$ cat src/rtl/tdes_pkg.sv
// constants for the turbo decoder error and status register bank.
// assumes a single 250 MHz clock and an APB slave with 32-bit data.
// Contract
// - subframe length above 5114 sets error bit 4
// - prolog below 4 or above 48 sets bit 2
// - full mode frame outside 40..20730 sets bit 1
// - shared type 1/2 frame bad range or unaligned
// - shared type 3 frame outside 128..20480 flagged
// - any input fault sets error bit 0
// - reserved bits read zero, writes ignored
// - top-level state shown in status 27-24
// - iteration, substate, half-decoder in status fields
// - bit 11 reserved when ignore and select zero
// - bit 10 high while stopped by debug halt
// - bit 10 reserved when ignore zero, select one
// - bit 9 waits for output parameter read
// - bit 8 waits for hard decision readout
// - bit 7 waits for extrinsic memory 0 readout
// - bit 6 waits for a priori write
// - bit 5 waits for systematic/parity write
// - bit 4 waits for interleaver index load
// - bit 3 waits for control word load
// - status bit 2 shows input fault
// - bit 1 high when engine in states 1..8
// - halt ignore bit overrides any debug halt
`default_nettype none
package tdes_pkg;
	localparam int ADDR_W = 8;
	localparam int FRAME_W = 15;
	localparam int SUBF_W = 13;
	localparam int PROLOG_W = 6;
	localparam int CODE_W = 2;

	// byte offsets of the register map
	localparam logic [ADDR_W-1:0] OFS_FRAME = 8'h00;
	localparam logic [ADDR_W-1:0] OFS_SUBF = 8'h04;
	localparam logic [ADDR_W-1:0] OFS_PROLOG = 8'h08;
	localparam logic [ADDR_W-1:0] OFS_MODE = 8'h0c;
	localparam logic [ADDR_W-1:0] OFS_HALT = 8'h10;
	localparam logic [ADDR_W-1:0] OFS_FAULTS = 8'h14;
	localparam logic [ADDR_W-1:0] OFS_PROGRESS = 8'h18;

	// mode register fields
	localparam int MODE_SHARED_BIT = 0;
	localparam int MODE_CODE_LSB = 1;
	// halt control register fields
	localparam int HALT_IGNORE_BIT = 0;
	localparam int HALT_SEL_BIT = 1;

	// input_check_faults fields
	localparam int FLT_ANY_BIT = 0;
	localparam int FLT_FRAME_BIT = 1;
	localparam int FLT_PROLOG_BIT = 2;
	localparam int FLT_SUBF_BIT = 4;

	// decoder_progress fields
	localparam int ST_MAP_BIT = 1;
	localparam int ST_FAULT_BIT = 2;
	localparam int ST_WAIT_LSB = 3;
	localparam int ST_HALTED_BIT = 10;
	localparam int ST_HALF_BIT = 11;
	localparam int ST_SUBST_LSB = 12;
	localparam int ST_ITER_LSB = 16;
	localparam int ST_TOP_LSB = 24;

	// limits on programmed lengths and on the active map state range
	localparam logic [SUBF_W-1:0] SUBF_MAX = 13'h13fa;
	localparam logic [PROLOG_W-1:0] PROLOG_MIN = 6'h04;
	localparam logic [PROLOG_W-1:0] PROLOG_MAX = 6'h30;
	localparam logic [FRAME_W-1:0] FULL_FRAME_MIN = 15'h0028;
	localparam logic [FRAME_W-1:0] FULL_FRAME_MAX = 15'h50fa;
	localparam logic [FRAME_W-1:0] SHR_FRAME_MIN12 = 15'h0100;
	localparam logic [FRAME_W-1:0] SHR_FRAME_MIN3 = 15'h0080;
	localparam logic [FRAME_W-1:0] SHR_FRAME_MAX = 15'h5000;
	localparam int SHR_ALIGN_BITS = 8;
	localparam logic [3:0] MAP_IDLE = 4'h0;
	localparam logic [3:0] MAP_LAST = 4'h8;

	// reset values of the writable registers
	localparam logic [FRAME_W-1:0] RST_FRAME = 15'h0028;
	localparam logic [SUBF_W-1:0] RST_SUBF = 13'h0000;
	localparam logic [PROLOG_W-1:0] RST_PROLOG = 6'h04;
	localparam logic [CODE_W-1:0] RST_CODE = 2'h1;
	localparam logic [1:0] RST_HALT = 2'h0;
endpackage
`default_nettype wire

$ cat src/rtl/tdes_range_chk.sv
// flags a value lying outside an inclusive range.
// assumes both bounds are static or slow-changing; purely combinational.
`default_nettype none
module tdes_range_chk #(
	parameter int W = 8
) (
	input  wire logic [W-1:0] value,
	input  wire logic [W-1:0] lo,
	input  wire logic [W-1:0] hi,
	output logic              outside
);
	assign outside = (value < lo) || (value > hi);
endmodule
`default_nettype wire

$ cat src/rtl/tdes_regs.sv
// error check and progress register bank of the turbo decoder.
// assumes core status inputs come from logic on pclk; cpu_halt_req is an
// asynchronous pin and is synchronised here.
`default_nettype none
module tdes_regs
	import tdes_pkg::*;
(
	input  wire logic                pclk,
	input  wire logic                presetn,
	input  wire logic                psel,
	input  wire logic                penable,
	input  wire logic                pwrite,
	input  wire logic [ADDR_W-1:0]   paddr,
	input  wire logic [31:0]         pwdata,
	output logic      [31:0]         prdata,
	output logic                     pready,
	output logic                     pslverr,
	input  wire logic [3:0]          top_state,
	input  wire logic [4:0]          active_iter,
	input  wire logic [3:0]          active_substate,
	input  wire logic                active_half,
	input  wire logic                halt_point_reached,
	input  wire logic                out_param_read_wait,
	input  wire logic                hard_decision_read_wait,
	input  wire logic                extrinsic0_read_wait,
	input  wire logic                apriori_write_wait,
	input  wire logic                sys_parity_write_wait,
	input  wire logic                interleaver_load_wait,
	input  wire logic                ctrl_word_load_wait,
	input  wire logic [3:0]          map_state,
	input  wire logic                cpu_halt_req,
	output logic                     decoder_halt,
	output logic                     input_fault,
	output logic      [FRAME_W-1:0]  frame_len,
	output logic      [SUBF_W-1:0]   subframe_len,
	output logic      [PROLOG_W-1:0] prolog_len,
	output logic                     shared_decode_mode,
	output logic      [CODE_W-1:0]   block_code_type
);
	logic              halt_ignore_r;
	logic              halt_sel_r;
	logic              halt_req_s;
	logic              debug_halted_r;
	logic [4:0]        fault_r;
	logic [6:0]        wait_r;
	logic [3:0]        top_r;
	logic [4:0]        iter_r;
	logic [3:0]        subst_r;
	logic              half_r;
	logic              map_active_r;
	logic              setup;
	logic              wr_en;
	logic              full_decode_mode;
	logic              subf_bad;
	logic              prolog_bad;
	logic              full_bad;
	logic              shr12_out;
	logic              shr3_out;
	logic              shr_unaligned;
	logic              frame_bad;
	logic              any_bad;
	logic [31:0]       faults_word;
	logic [31:0]       progress_word;
	logic [31:0]       rdata_nxt;
	logic              err_nxt;

	assign setup = psel && !penable;
	assign wr_en = psel && penable && pready && pwrite;
	assign full_decode_mode = !shared_decode_mode;

	// ---------------- apb slave ----------------
	// zero wait states: pready rises for the access phase of every transfer
	always_ff @(posedge pclk or negedge presetn) begin
		if (!presetn) begin
			pready <= 1'b0;
		end else begin
			pready <= setup;
		end
	end

	always_comb begin
		rdata_nxt = 32'h0000_0000;
		err_nxt = 1'b0;
		unique case (paddr)
			OFS_FRAME: rdata_nxt = 32'(frame_len);
			OFS_SUBF: rdata_nxt = 32'(subframe_len);
			OFS_PROLOG: rdata_nxt = 32'(prolog_len);
			OFS_MODE: rdata_nxt = 32'({block_code_type, shared_decode_mode});
			OFS_HALT: rdata_nxt = 32'({halt_sel_r, halt_ignore_r});
			OFS_FAULTS: rdata_nxt = faults_word;
			OFS_PROGRESS: rdata_nxt = progress_word;
			default: err_nxt = 1'b1;
		endcase
	end

	// read data is captured at the setup edge and held through the access phase
	always_ff @(posedge pclk or negedge presetn) begin
		if (!presetn) begin
			prdata <= 32'h0000_0000;
			pslverr <= 1'b0;
		end else if (setup) begin
			prdata <= pwrite ? 32'h0000_0000 : rdata_nxt;
			pslverr <= err_nxt;
		end else if (pready) begin
			prdata <= 32'h0000_0000;
			pslverr <= 1'b0;
		end
	end

	// ---------------- writable configuration ----------------
	// fault and progress offsets are absent here, so writes to them do nothing
	always_ff @(posedge pclk or negedge presetn) begin
		if (!presetn) begin
			frame_len <= RST_FRAME;
			subframe_len <= RST_SUBF;
			prolog_len <= RST_PROLOG;
			shared_decode_mode <= 1'b0;
			block_code_type <= RST_CODE;
			{halt_sel_r, halt_ignore_r} <= RST_HALT;
		end else if (wr_en && !pslverr) begin
			unique case (paddr)
				OFS_FRAME: frame_len <= pwdata[FRAME_W-1:0];
				OFS_SUBF: subframe_len <= pwdata[SUBF_W-1:0];
				OFS_PROLOG: prolog_len <= pwdata[PROLOG_W-1:0];
				OFS_MODE: begin
					shared_decode_mode <= pwdata[MODE_SHARED_BIT];
					block_code_type <= pwdata[MODE_CODE_LSB +: CODE_W];
				end
				OFS_HALT: begin
					halt_ignore_r <= pwdata[HALT_IGNORE_BIT];
					halt_sel_r <= pwdata[HALT_SEL_BIT];
				end
				default: ;
			endcase
		end
	end

	// ---------------- input checks ----------------
	assign subf_bad = subframe_len > SUBF_MAX;

	tdes_range_chk #(.W(PROLOG_W)) u_prolog_chk (
		.value   (prolog_len),
		.lo      (PROLOG_MIN),
		.hi      (PROLOG_MAX),
		.outside (prolog_bad)
	);

	tdes_range_chk #(.W(FRAME_W)) u_full_chk (
		.value   (frame_len),
		.lo      (FULL_FRAME_MIN),
		.hi      (FULL_FRAME_MAX),
		.outside (full_bad)
	);

	tdes_range_chk #(.W(FRAME_W)) u_shr12_chk (
		.value   (frame_len),
		.lo      (SHR_FRAME_MIN12),
		.hi      (SHR_FRAME_MAX),
		.outside (shr12_out)
	);

	tdes_range_chk #(.W(FRAME_W)) u_shr3_chk (
		.value   (frame_len),
		.lo      (SHR_FRAME_MIN3),
		.hi      (SHR_FRAME_MAX),
		.outside (shr3_out)
	);

	assign shr_unaligned = |frame_len[SHR_ALIGN_BITS-1:0];

	// in shared mode block code type 0 has no defined length window, so it is always flagged
	always_comb begin
		frame_bad = 1'b1;
		if (full_decode_mode) begin
			frame_bad = full_bad;
		end else if (block_code_type == 2'h3) begin
			frame_bad = shr3_out;
		end else if (block_code_type != 2'h0) begin
			frame_bad = shr12_out || shr_unaligned;
		end
	end

	assign any_bad = subf_bad || prolog_bad || frame_bad;

	// one flop feeds both registers so the two fault flags never disagree
	always_ff @(posedge pclk or negedge presetn) begin
		if (!presetn) begin
			fault_r <= 5'h00;
		end else begin
			fault_r <= {subf_bad, 1'b0, prolog_bad, frame_bad, any_bad};
		end
	end

	assign input_fault = fault_r[FLT_ANY_BIT];
	assign faults_word = {27'h0, fault_r};

	// ---------------- debug halt ----------------
	tdes_sync2 u_halt_sync (
		.pclk     (pclk),
		.presetn  (presetn),
		.async_in (cpu_halt_req),
		.sync_out (halt_req_s)
	);

	always_ff @(posedge pclk or negedge presetn) begin
		if (!presetn) begin
			decoder_halt <= 1'b0;
			debug_halted_r <= 1'b0;
		end else begin
			decoder_halt <= halt_req_s && !halt_ignore_r;
			debug_halted_r <= decoder_halt && halt_point_reached;
		end
	end

	// ---------------- progress capture ----------------
	// inputs are sampled every cycle so each read shows live state
	always_ff @(posedge pclk or negedge presetn) begin
		if (!presetn) begin
			top_r <= 4'h0;
			iter_r <= 5'h00;
			subst_r <= 4'h0;
			half_r <= 1'b0;
			wait_r <= 7'h00;
			map_active_r <= 1'b0;
		end else begin
			top_r <= top_state;
			iter_r <= active_iter;
			subst_r <= active_substate;
			half_r <= active_half;
			wait_r <= {out_param_read_wait, hard_decision_read_wait, extrinsic0_read_wait,
				apriori_write_wait, sys_parity_write_wait, interleaver_load_wait,
				ctrl_word_load_wait};
			map_active_r <= (map_state != MAP_IDLE) && (map_state <= MAP_LAST);
		end
	end

	// reserved halt fields read as zero in the select combinations that undefine them
	always_comb begin
		progress_word = 32'h0000_0000;
		progress_word[ST_TOP_LSB +: 4] = top_r;
		progress_word[ST_ITER_LSB +: 5] = iter_r;
		progress_word[ST_SUBST_LSB +: 4] = subst_r;
		progress_word[ST_HALF_BIT] = half_r && (halt_ignore_r || halt_sel_r);
		progress_word[ST_HALTED_BIT] = debug_halted_r && !(!halt_ignore_r && halt_sel_r);
		progress_word[ST_WAIT_LSB +: 7] = wait_r;
		progress_word[ST_FAULT_BIT] = fault_r[FLT_ANY_BIT];
		progress_word[ST_MAP_BIT] = map_active_r;
	end

	// ---------------- assertions ----------------
	property p_subf;
		@(posedge pclk) disable iff (!presetn)
		fault_r[FLT_SUBF_BIT] == ($past(subframe_len) > SUBF_MAX);
	endproperty
	a_subf: assert property (p_subf) else $error("subframe fault wrong");

	property p_prolog;
		@(posedge pclk) disable iff (!presetn)
		fault_r[FLT_PROLOG_BIT] == ($past(prolog_len) < PROLOG_MIN || $past(prolog_len) > PROLOG_MAX);
	endproperty
	a_prolog: assert property (p_prolog) else $error("prolog fault wrong");

	property p_full;
		@(posedge pclk) disable iff (!presetn)
		$past(full_decode_mode) |->
			fault_r[FLT_FRAME_BIT] == ($past(frame_len) < FULL_FRAME_MIN || $past(frame_len) > FULL_FRAME_MAX);
	endproperty
	a_full: assert property (p_full) else $error("full mode frame fault wrong");

	property p_shr12;
		@(posedge pclk) disable iff (!presetn)
		$past(shared_decode_mode) && ($past(block_code_type) inside {2'h1, 2'h2}) |->
			fault_r[FLT_FRAME_BIT] == ($past(frame_len) < SHR_FRAME_MIN12 || $past(frame_len) > SHR_FRAME_MAX
				|| $past(frame_len[7:0]) != 8'h00);
	endproperty
	a_shr12: assert property (p_shr12) else $error("shared type 1/2 frame fault wrong");

	property p_shr3;
		@(posedge pclk) disable iff (!presetn)
		$past(shared_decode_mode) && $past(block_code_type) == 2'h3 |->
			fault_r[FLT_FRAME_BIT] == ($past(frame_len) < SHR_FRAME_MIN3 || $past(frame_len) > SHR_FRAME_MAX);
	endproperty
	a_shr3: assert property (p_shr3) else $error("shared type 3 frame fault wrong");

	property p_any;
		@(posedge pclk) disable iff (!presetn)
		fault_r[FLT_ANY_BIT] == (|fault_r[4:1]);
	endproperty
	a_any: assert property (p_any) else $error("summary fault wrong");

	property p_fault_read;
		@(posedge pclk) disable iff (!presetn)
		psel && penable && pready && !pwrite && $past(paddr) == OFS_FAULTS |->
			prdata[31:5] == 27'h0 && prdata[3] == 1'b0;
	endproperty
	a_fault_read: assert property (p_fault_read) else $error("reserved fault bits not zero");

	property p_top_read;
		@(posedge pclk) disable iff (!presetn)
		psel && penable && pready && !pwrite && paddr == OFS_PROGRESS |->
			prdata[27:24] == $past(top_state, 2) && prdata[20:16] == $past(active_iter, 2)
			&& prdata[31:28] == 4'h0 && prdata[0] == 1'b0;
	endproperty
	a_top_read: assert property (p_top_read) else $error("progress read mismatch");

	// wait flags pass through one capture flop and the read data flop
	property p_wait_read;
		@(posedge pclk) disable iff (!presetn)
		psel && penable && pready && !pwrite && paddr == OFS_PROGRESS |->
			prdata[9:3] == $past({out_param_read_wait, hard_decision_read_wait, extrinsic0_read_wait,
				apriori_write_wait, sys_parity_write_wait, interleaver_load_wait, ctrl_word_load_wait}, 2);
	endproperty
	a_wait_read: assert property (p_wait_read) else $error("wait flags read mismatch");

	property p_mirror;
		@(posedge pclk) disable iff (!presetn)
		progress_word[ST_FAULT_BIT] == faults_word[FLT_ANY_BIT];
	endproperty
	a_mirror: assert property (p_mirror) else $error("fault mirror mismatch");

	property p_ignore;
		@(posedge pclk) disable iff (!presetn)
		halt_ignore_r && $past(halt_ignore_r) |-> !decoder_halt ##1 !debug_halted_r;
	endproperty
	a_ignore: assert property (p_ignore) else $error("halt taken while ignored");

	property p_halted;
		@(posedge pclk) disable iff (!presetn)
		$rose(cpu_halt_req) && !halt_ignore_r ##1 (cpu_halt_req && !halt_ignore_r)[*3] ##1 halt_point_reached
			|=> debug_halted_r;
	endproperty
	a_halted: assert property (p_halted) else $error("debug halt not reported");

	property p_map;
		@(posedge pclk) disable iff (!presetn)
		map_state == MAP_IDLE |=> !map_active_r;
	endproperty
	a_map: assert property (p_map) else $error("engine busy while idle");

	c_fault: cover property (@(posedge pclk) disable iff (!presetn) $rose(input_fault));
	c_halt: cover property (@(posedge pclk) disable iff (!presetn) $rose(debug_halted_r));
	c_read: cover property (@(posedge pclk) disable iff (!presetn)
		psel && penable && pready && paddr == OFS_PROGRESS);
	c_shared_bad: cover property (@(posedge pclk) disable iff (!presetn) shared_decode_mode && fault_r[FLT_FRAME_BIT]);
	c_ignored: cover property (@(posedge pclk) disable iff (!presetn) halt_ignore_r && halt_req_s);
endmodule
`default_nettype wire

$ cat src/rtl/tdes_sync2.sv
// two-flop synchroniser for a level arriving from another domain.
// assumes the level stays stable for more than two clock periods.
`default_nettype none
module tdes_sync2 (
	input  wire logic pclk,
	input  wire logic presetn,
	input  wire logic async_in,
	output logic      sync_out
);
	logic meta_r;

	always_ff @(posedge pclk or negedge presetn) begin
		if (!presetn) begin
			meta_r <= 1'b0;
			sync_out <= 1'b0;
		end else begin
			meta_r <= async_in;
			sync_out <= meta_r;
		end
	end
endmodule
`default_nettype wire
$ cat config.mk
export PLATFORM = sky130hd
export DESIGN_NAME = tdes_regs
export DESIGN_NICKNAME = d
export VERILOG_FILES = /design/src/rtl/tdes_pkg.sv /design/src/rtl/tdes_range_chk.sv /design/src/rtl/tdes_regs.sv /design/src/rtl/tdes_sync2.sv
export SDC_FILE = /design/constraint.sdc
export NUM_CORES = 1
export LEC_CHECK = 0
export BUFFER_PORTS_ARGS = -buffer_cell sky130_fd_sc_hd__buf_2
export CAP_MARGIN = 20
export CORE_ASPECT_RATIO = 1.4
export CORE_UTILIZATION = 40
export CTS_CLUSTER_DIAMETER = 50
export DETAILED_ROUTE_END_ITERATION = 6
export HOLD_SLACK_MARGIN = 0.03
export PLACE_DENSITY_LB_ADDON = 0.12
export SLEW_MARGIN = 20
export SYNTH_ARGS = -nofsm -noshare
export SYNTH_HDL_FRONTEND = slang
export SYNTH_SLANG_ARGS = --single-unit
export TNS_END_PERCENT = 5
$ cat constraint.sdc
create_clock -name pclk -period 3 [get_ports pclk]
set_clock_uncertainty 0.1 [all_clocks]
set_input_delay 0 -clock pclk [delete_from_list [all_inputs] [get_ports pclk]]
set_output_delay 0 -clock pclk [all_outputs]
set_load 0.005 [all_outputs]
==> results by group <==
Finish
  – Antenna diode count: 0
  – Most common cell after layout, fill and taps aside: buf_2
  – # nets final: 564
  – Share of cells above drive strength 1: 0.398
  – Most frequent cells in the layout: buf_2 (119), dfrtp_1 (92), dlygate4sd3_1 (50), mux2_2 (36), nand2_1 (21)
  – Synth-to-Final Area Change: 35.2%
  – # fillers: 898
  – Layout Utilization: 0.562

Hold path
  – Hold_sp: paddr[1]
  – Worst Hold Class: in -> reg
  – Cell count of the worst hold path: 4
  – Hold path endpoint: prdata[13]$_DFFE_PN0P_

Timing
  – Fin crit share: 0.704
  – Clock period minus worst slack: 2.11 ns
  – Measured slew at the worst slew-check pin: 0.559 ns
  – Final hold slack: 0.0448 ns
  – # setup viols final: 0
  – Sum Neg Setup Slack: 0 ns
  – Final Max Tran Viols: 0
  – Final hold violation count: 0
  – Max Clk Rate: 474 MHz
  – Max_slew headroom: 0.628
  – RSZ-0062 raised after global routing: no

Pwr
  – VDD IR max: 289 uV
  – Power Density: 471 nW/um2
  – Lkg Pwr: 2.76 nW
  – Final total power: 2.65 mW

Synth
  – Syn Area/Cell: 12.9 um2
  – Synthesized area: 4160 um2
  – Post-synth ARST share: 1.00
  – Ys Warns: 0
  – Most used DFF post-synth: dfrtp_1
  – Sequential area share after synthesis: 0.578
  – EDFF count, synth: 0
  – Synth cell types: 54
  – #FFs+latches synth: 96
  – Post-synthesis cell count: 323

Floorplanning
  – Rows: 43
  – Initial core utilization: 0.416
  – Die X: 88.2 um
  – Top Ports: 145
  – Core area: 10000 um2
  – Die Ht: 123 um
  – Die area: 10800 um2

Flow run
  – Max cap viols: 0

Global routing
  – Vias in the first global route: 3239
  – Largest net degree at the start of global routing: 36
  – First-pass GRT wire length: 16.7 mm
  – Initial antenna violation count: 0
  – Gr usage total: 0.210
  – Total congestion overflow: 0

CTS
  – CTS H-tree depth: 3
  – CTS tree: built
  – CTS root buf: clkbuf_16
  – Clock sinks: 96
  – Clock buffer count from CTS: 9
  – Clock buffer depth: 2
  – Clock Latency Late Sink: 0.34 ns
  – Worst-path clk slew: 0.07 ns

Route
  – Iteration-0 DRC Markers: 155
  – DR DRC count: 0
  – First-pass DRT Iterations: 4
  – Drt wl/cell: 17.2 um
  – Vias: 3193
  – Antenna-violating nets left: 0
  – Final WL: 10.8 mm
  – Via density: 5.05

Placed design
  – # port buffers: 120
  – Routability Congestion: 0.833
  – Detail Placement HPWL: 7.54 mm

Setup path
  – R2R cell count: 5
  – Crit path max fanout: 13
  – Arrival time at the worst endpoint: 2.23 ns
  – Worst setup SP type: input port
  – Register-to-register setup slack: 1.00 ns
  – Crit end category: flip-flop
  – RR Startpoint: frame_len[7]$_DFFE_PN0P_
  – Critical path class: in -> reg
  – CP Data Required Time: 3.12 ns
  – FF-to-FF End: fault_r[0]$_DFF_PN0_

Outcome
  – Status: finished, final reports clean
-- synthesized netlist by cell type, drive strengths merged (4+ instances only) --
master   n  area share
o21ai   19       0.023
dfrtp   92        0.55
a22o    14       0.029
nor4     5       0.016
a31oi    5      0.0075
nand2   23       0.022
nor2     9      0.0081
mux2    46        0.13
a22oi   11       0.020
or3      4      0.0072
nand3    6      0.0072
a21oi    5      0.0060
clkbuf   6      0.0057
nand4    5      0.0075
nor3     7      0.0084
dfstp    4       0.025
nand3b   4      0.0072
buf     16       0.031
and2     5      0.0075
mux2i    8       0.019
-- report_power, final --
part           total [mW]  leakage [nW]  internal, mW  switching, mW
logic               0.191          1.38        0.0949         0.0961
clock network        1.13         0.136         0.648          0.483
registers            1.33          1.25          1.32         0.0118
total                2.65          2.76          2.06          0.591
-- logic make-up (layout without fill, tap and decap cells) --
family,count (synthesis),in the layout,share of synthesized area
flops,96,96,0.578
simple gates,80,80,0.112
compound gates,68,68,0.116
mux,54,54,0.153
buf+inv,23,191,0.0376
other cells,1,7,0.000901
xor+xnor,1,1,0.00211
-- registers in the layout, summed over array words and instances (netlist names), 2 cells and up --
register,count
wait_r,7
prdata,25
fault_r,4
subst_r,4
top_r,4
block_code_type,2
subframe_len,13
frame_len,15
prolog_len,6
iter_r,5
-- worst max path at each step --
stage | slack, ns | to | depth (start not counted) | startpoint
3_5_place_dp | 1.00 | fault_r[0]$_DFF_PN0_ | 5 | frame_len[7]$_DFFE_PN0P_
6_report | 0.89 | subframe_len[0]$_DFFE_PN0P_ | 7 | paddr[7]
4_1_cts | 0.88 | subframe_len[0]$_DFFE_PN0P_ | 7 | paddr[7]
2_1_floorplan | 1.13 | fault_r[0]$_DFF_PN0_ | 5 | frame_len[7]$_DFFE_PN0P_
3_3_place_gp | 1.01 | fault_r[0]$_DFF_PN0_ | 5 | frame_len[11]$_DFFE_PN0P_
5_1_grt | 0.81 | subframe_len[0]$_DFFE_PN0P_ | 7 | paddr[7]
-- area by class of cell --
class	count	area (um2)	share of cell area
Inverter	1	3.75	0.000667
Clock buffer	11	233	0.0414
Multi-Input combinational cell	210	1620	0.288
Tap cell	135	169	0.0300
Timing Repair Buffer	174	1130	0.202
Clock inverter	5	58.8	0.0105
Sequential cell	96	2410	0.428
-- critical path, cell delays in order --
cell and delay (ns):
dlygate4sd3_1 0.53, buf_2 0.12, or3_4 0.42, nor4_4 0.30
and3_1 0.20, buf_4 0.28, mux2_2 0.38
-- what timing repair did --
action,CTS,global route
endpoints found under the hold margin,158,0
resized for setup,0,0
setup buffers,0,0
setup endpoints to repair,0,0
hold buffers,50,0
-- layer usage --
metal / vias up / global-route usage / share of wire
li1: 1511 / - / -
met1: 1568 / 0.254 / 0.42
met2: 99 / 0.354 / 0.51
met3: 15 / 0.0437 / 0.046
met4: 0 / 0.0958 / 0.023
met5: - / 0 / 0
-- through the flow --
stage | area (um2) | instances | setup WS (ns)
after floorplan | 4180 | 329 | 1.13
final | 5630 | 632 | 0.889
after global routing | 5630 | 632 | 0.805
after CTS | 5630 | 632 | 0.877
after detailed placement | 4830 | 566 | 1.00
after global placement | 4830 | 566 | 1.01
No activity file was read; power rests on OpenSTA's default activity.
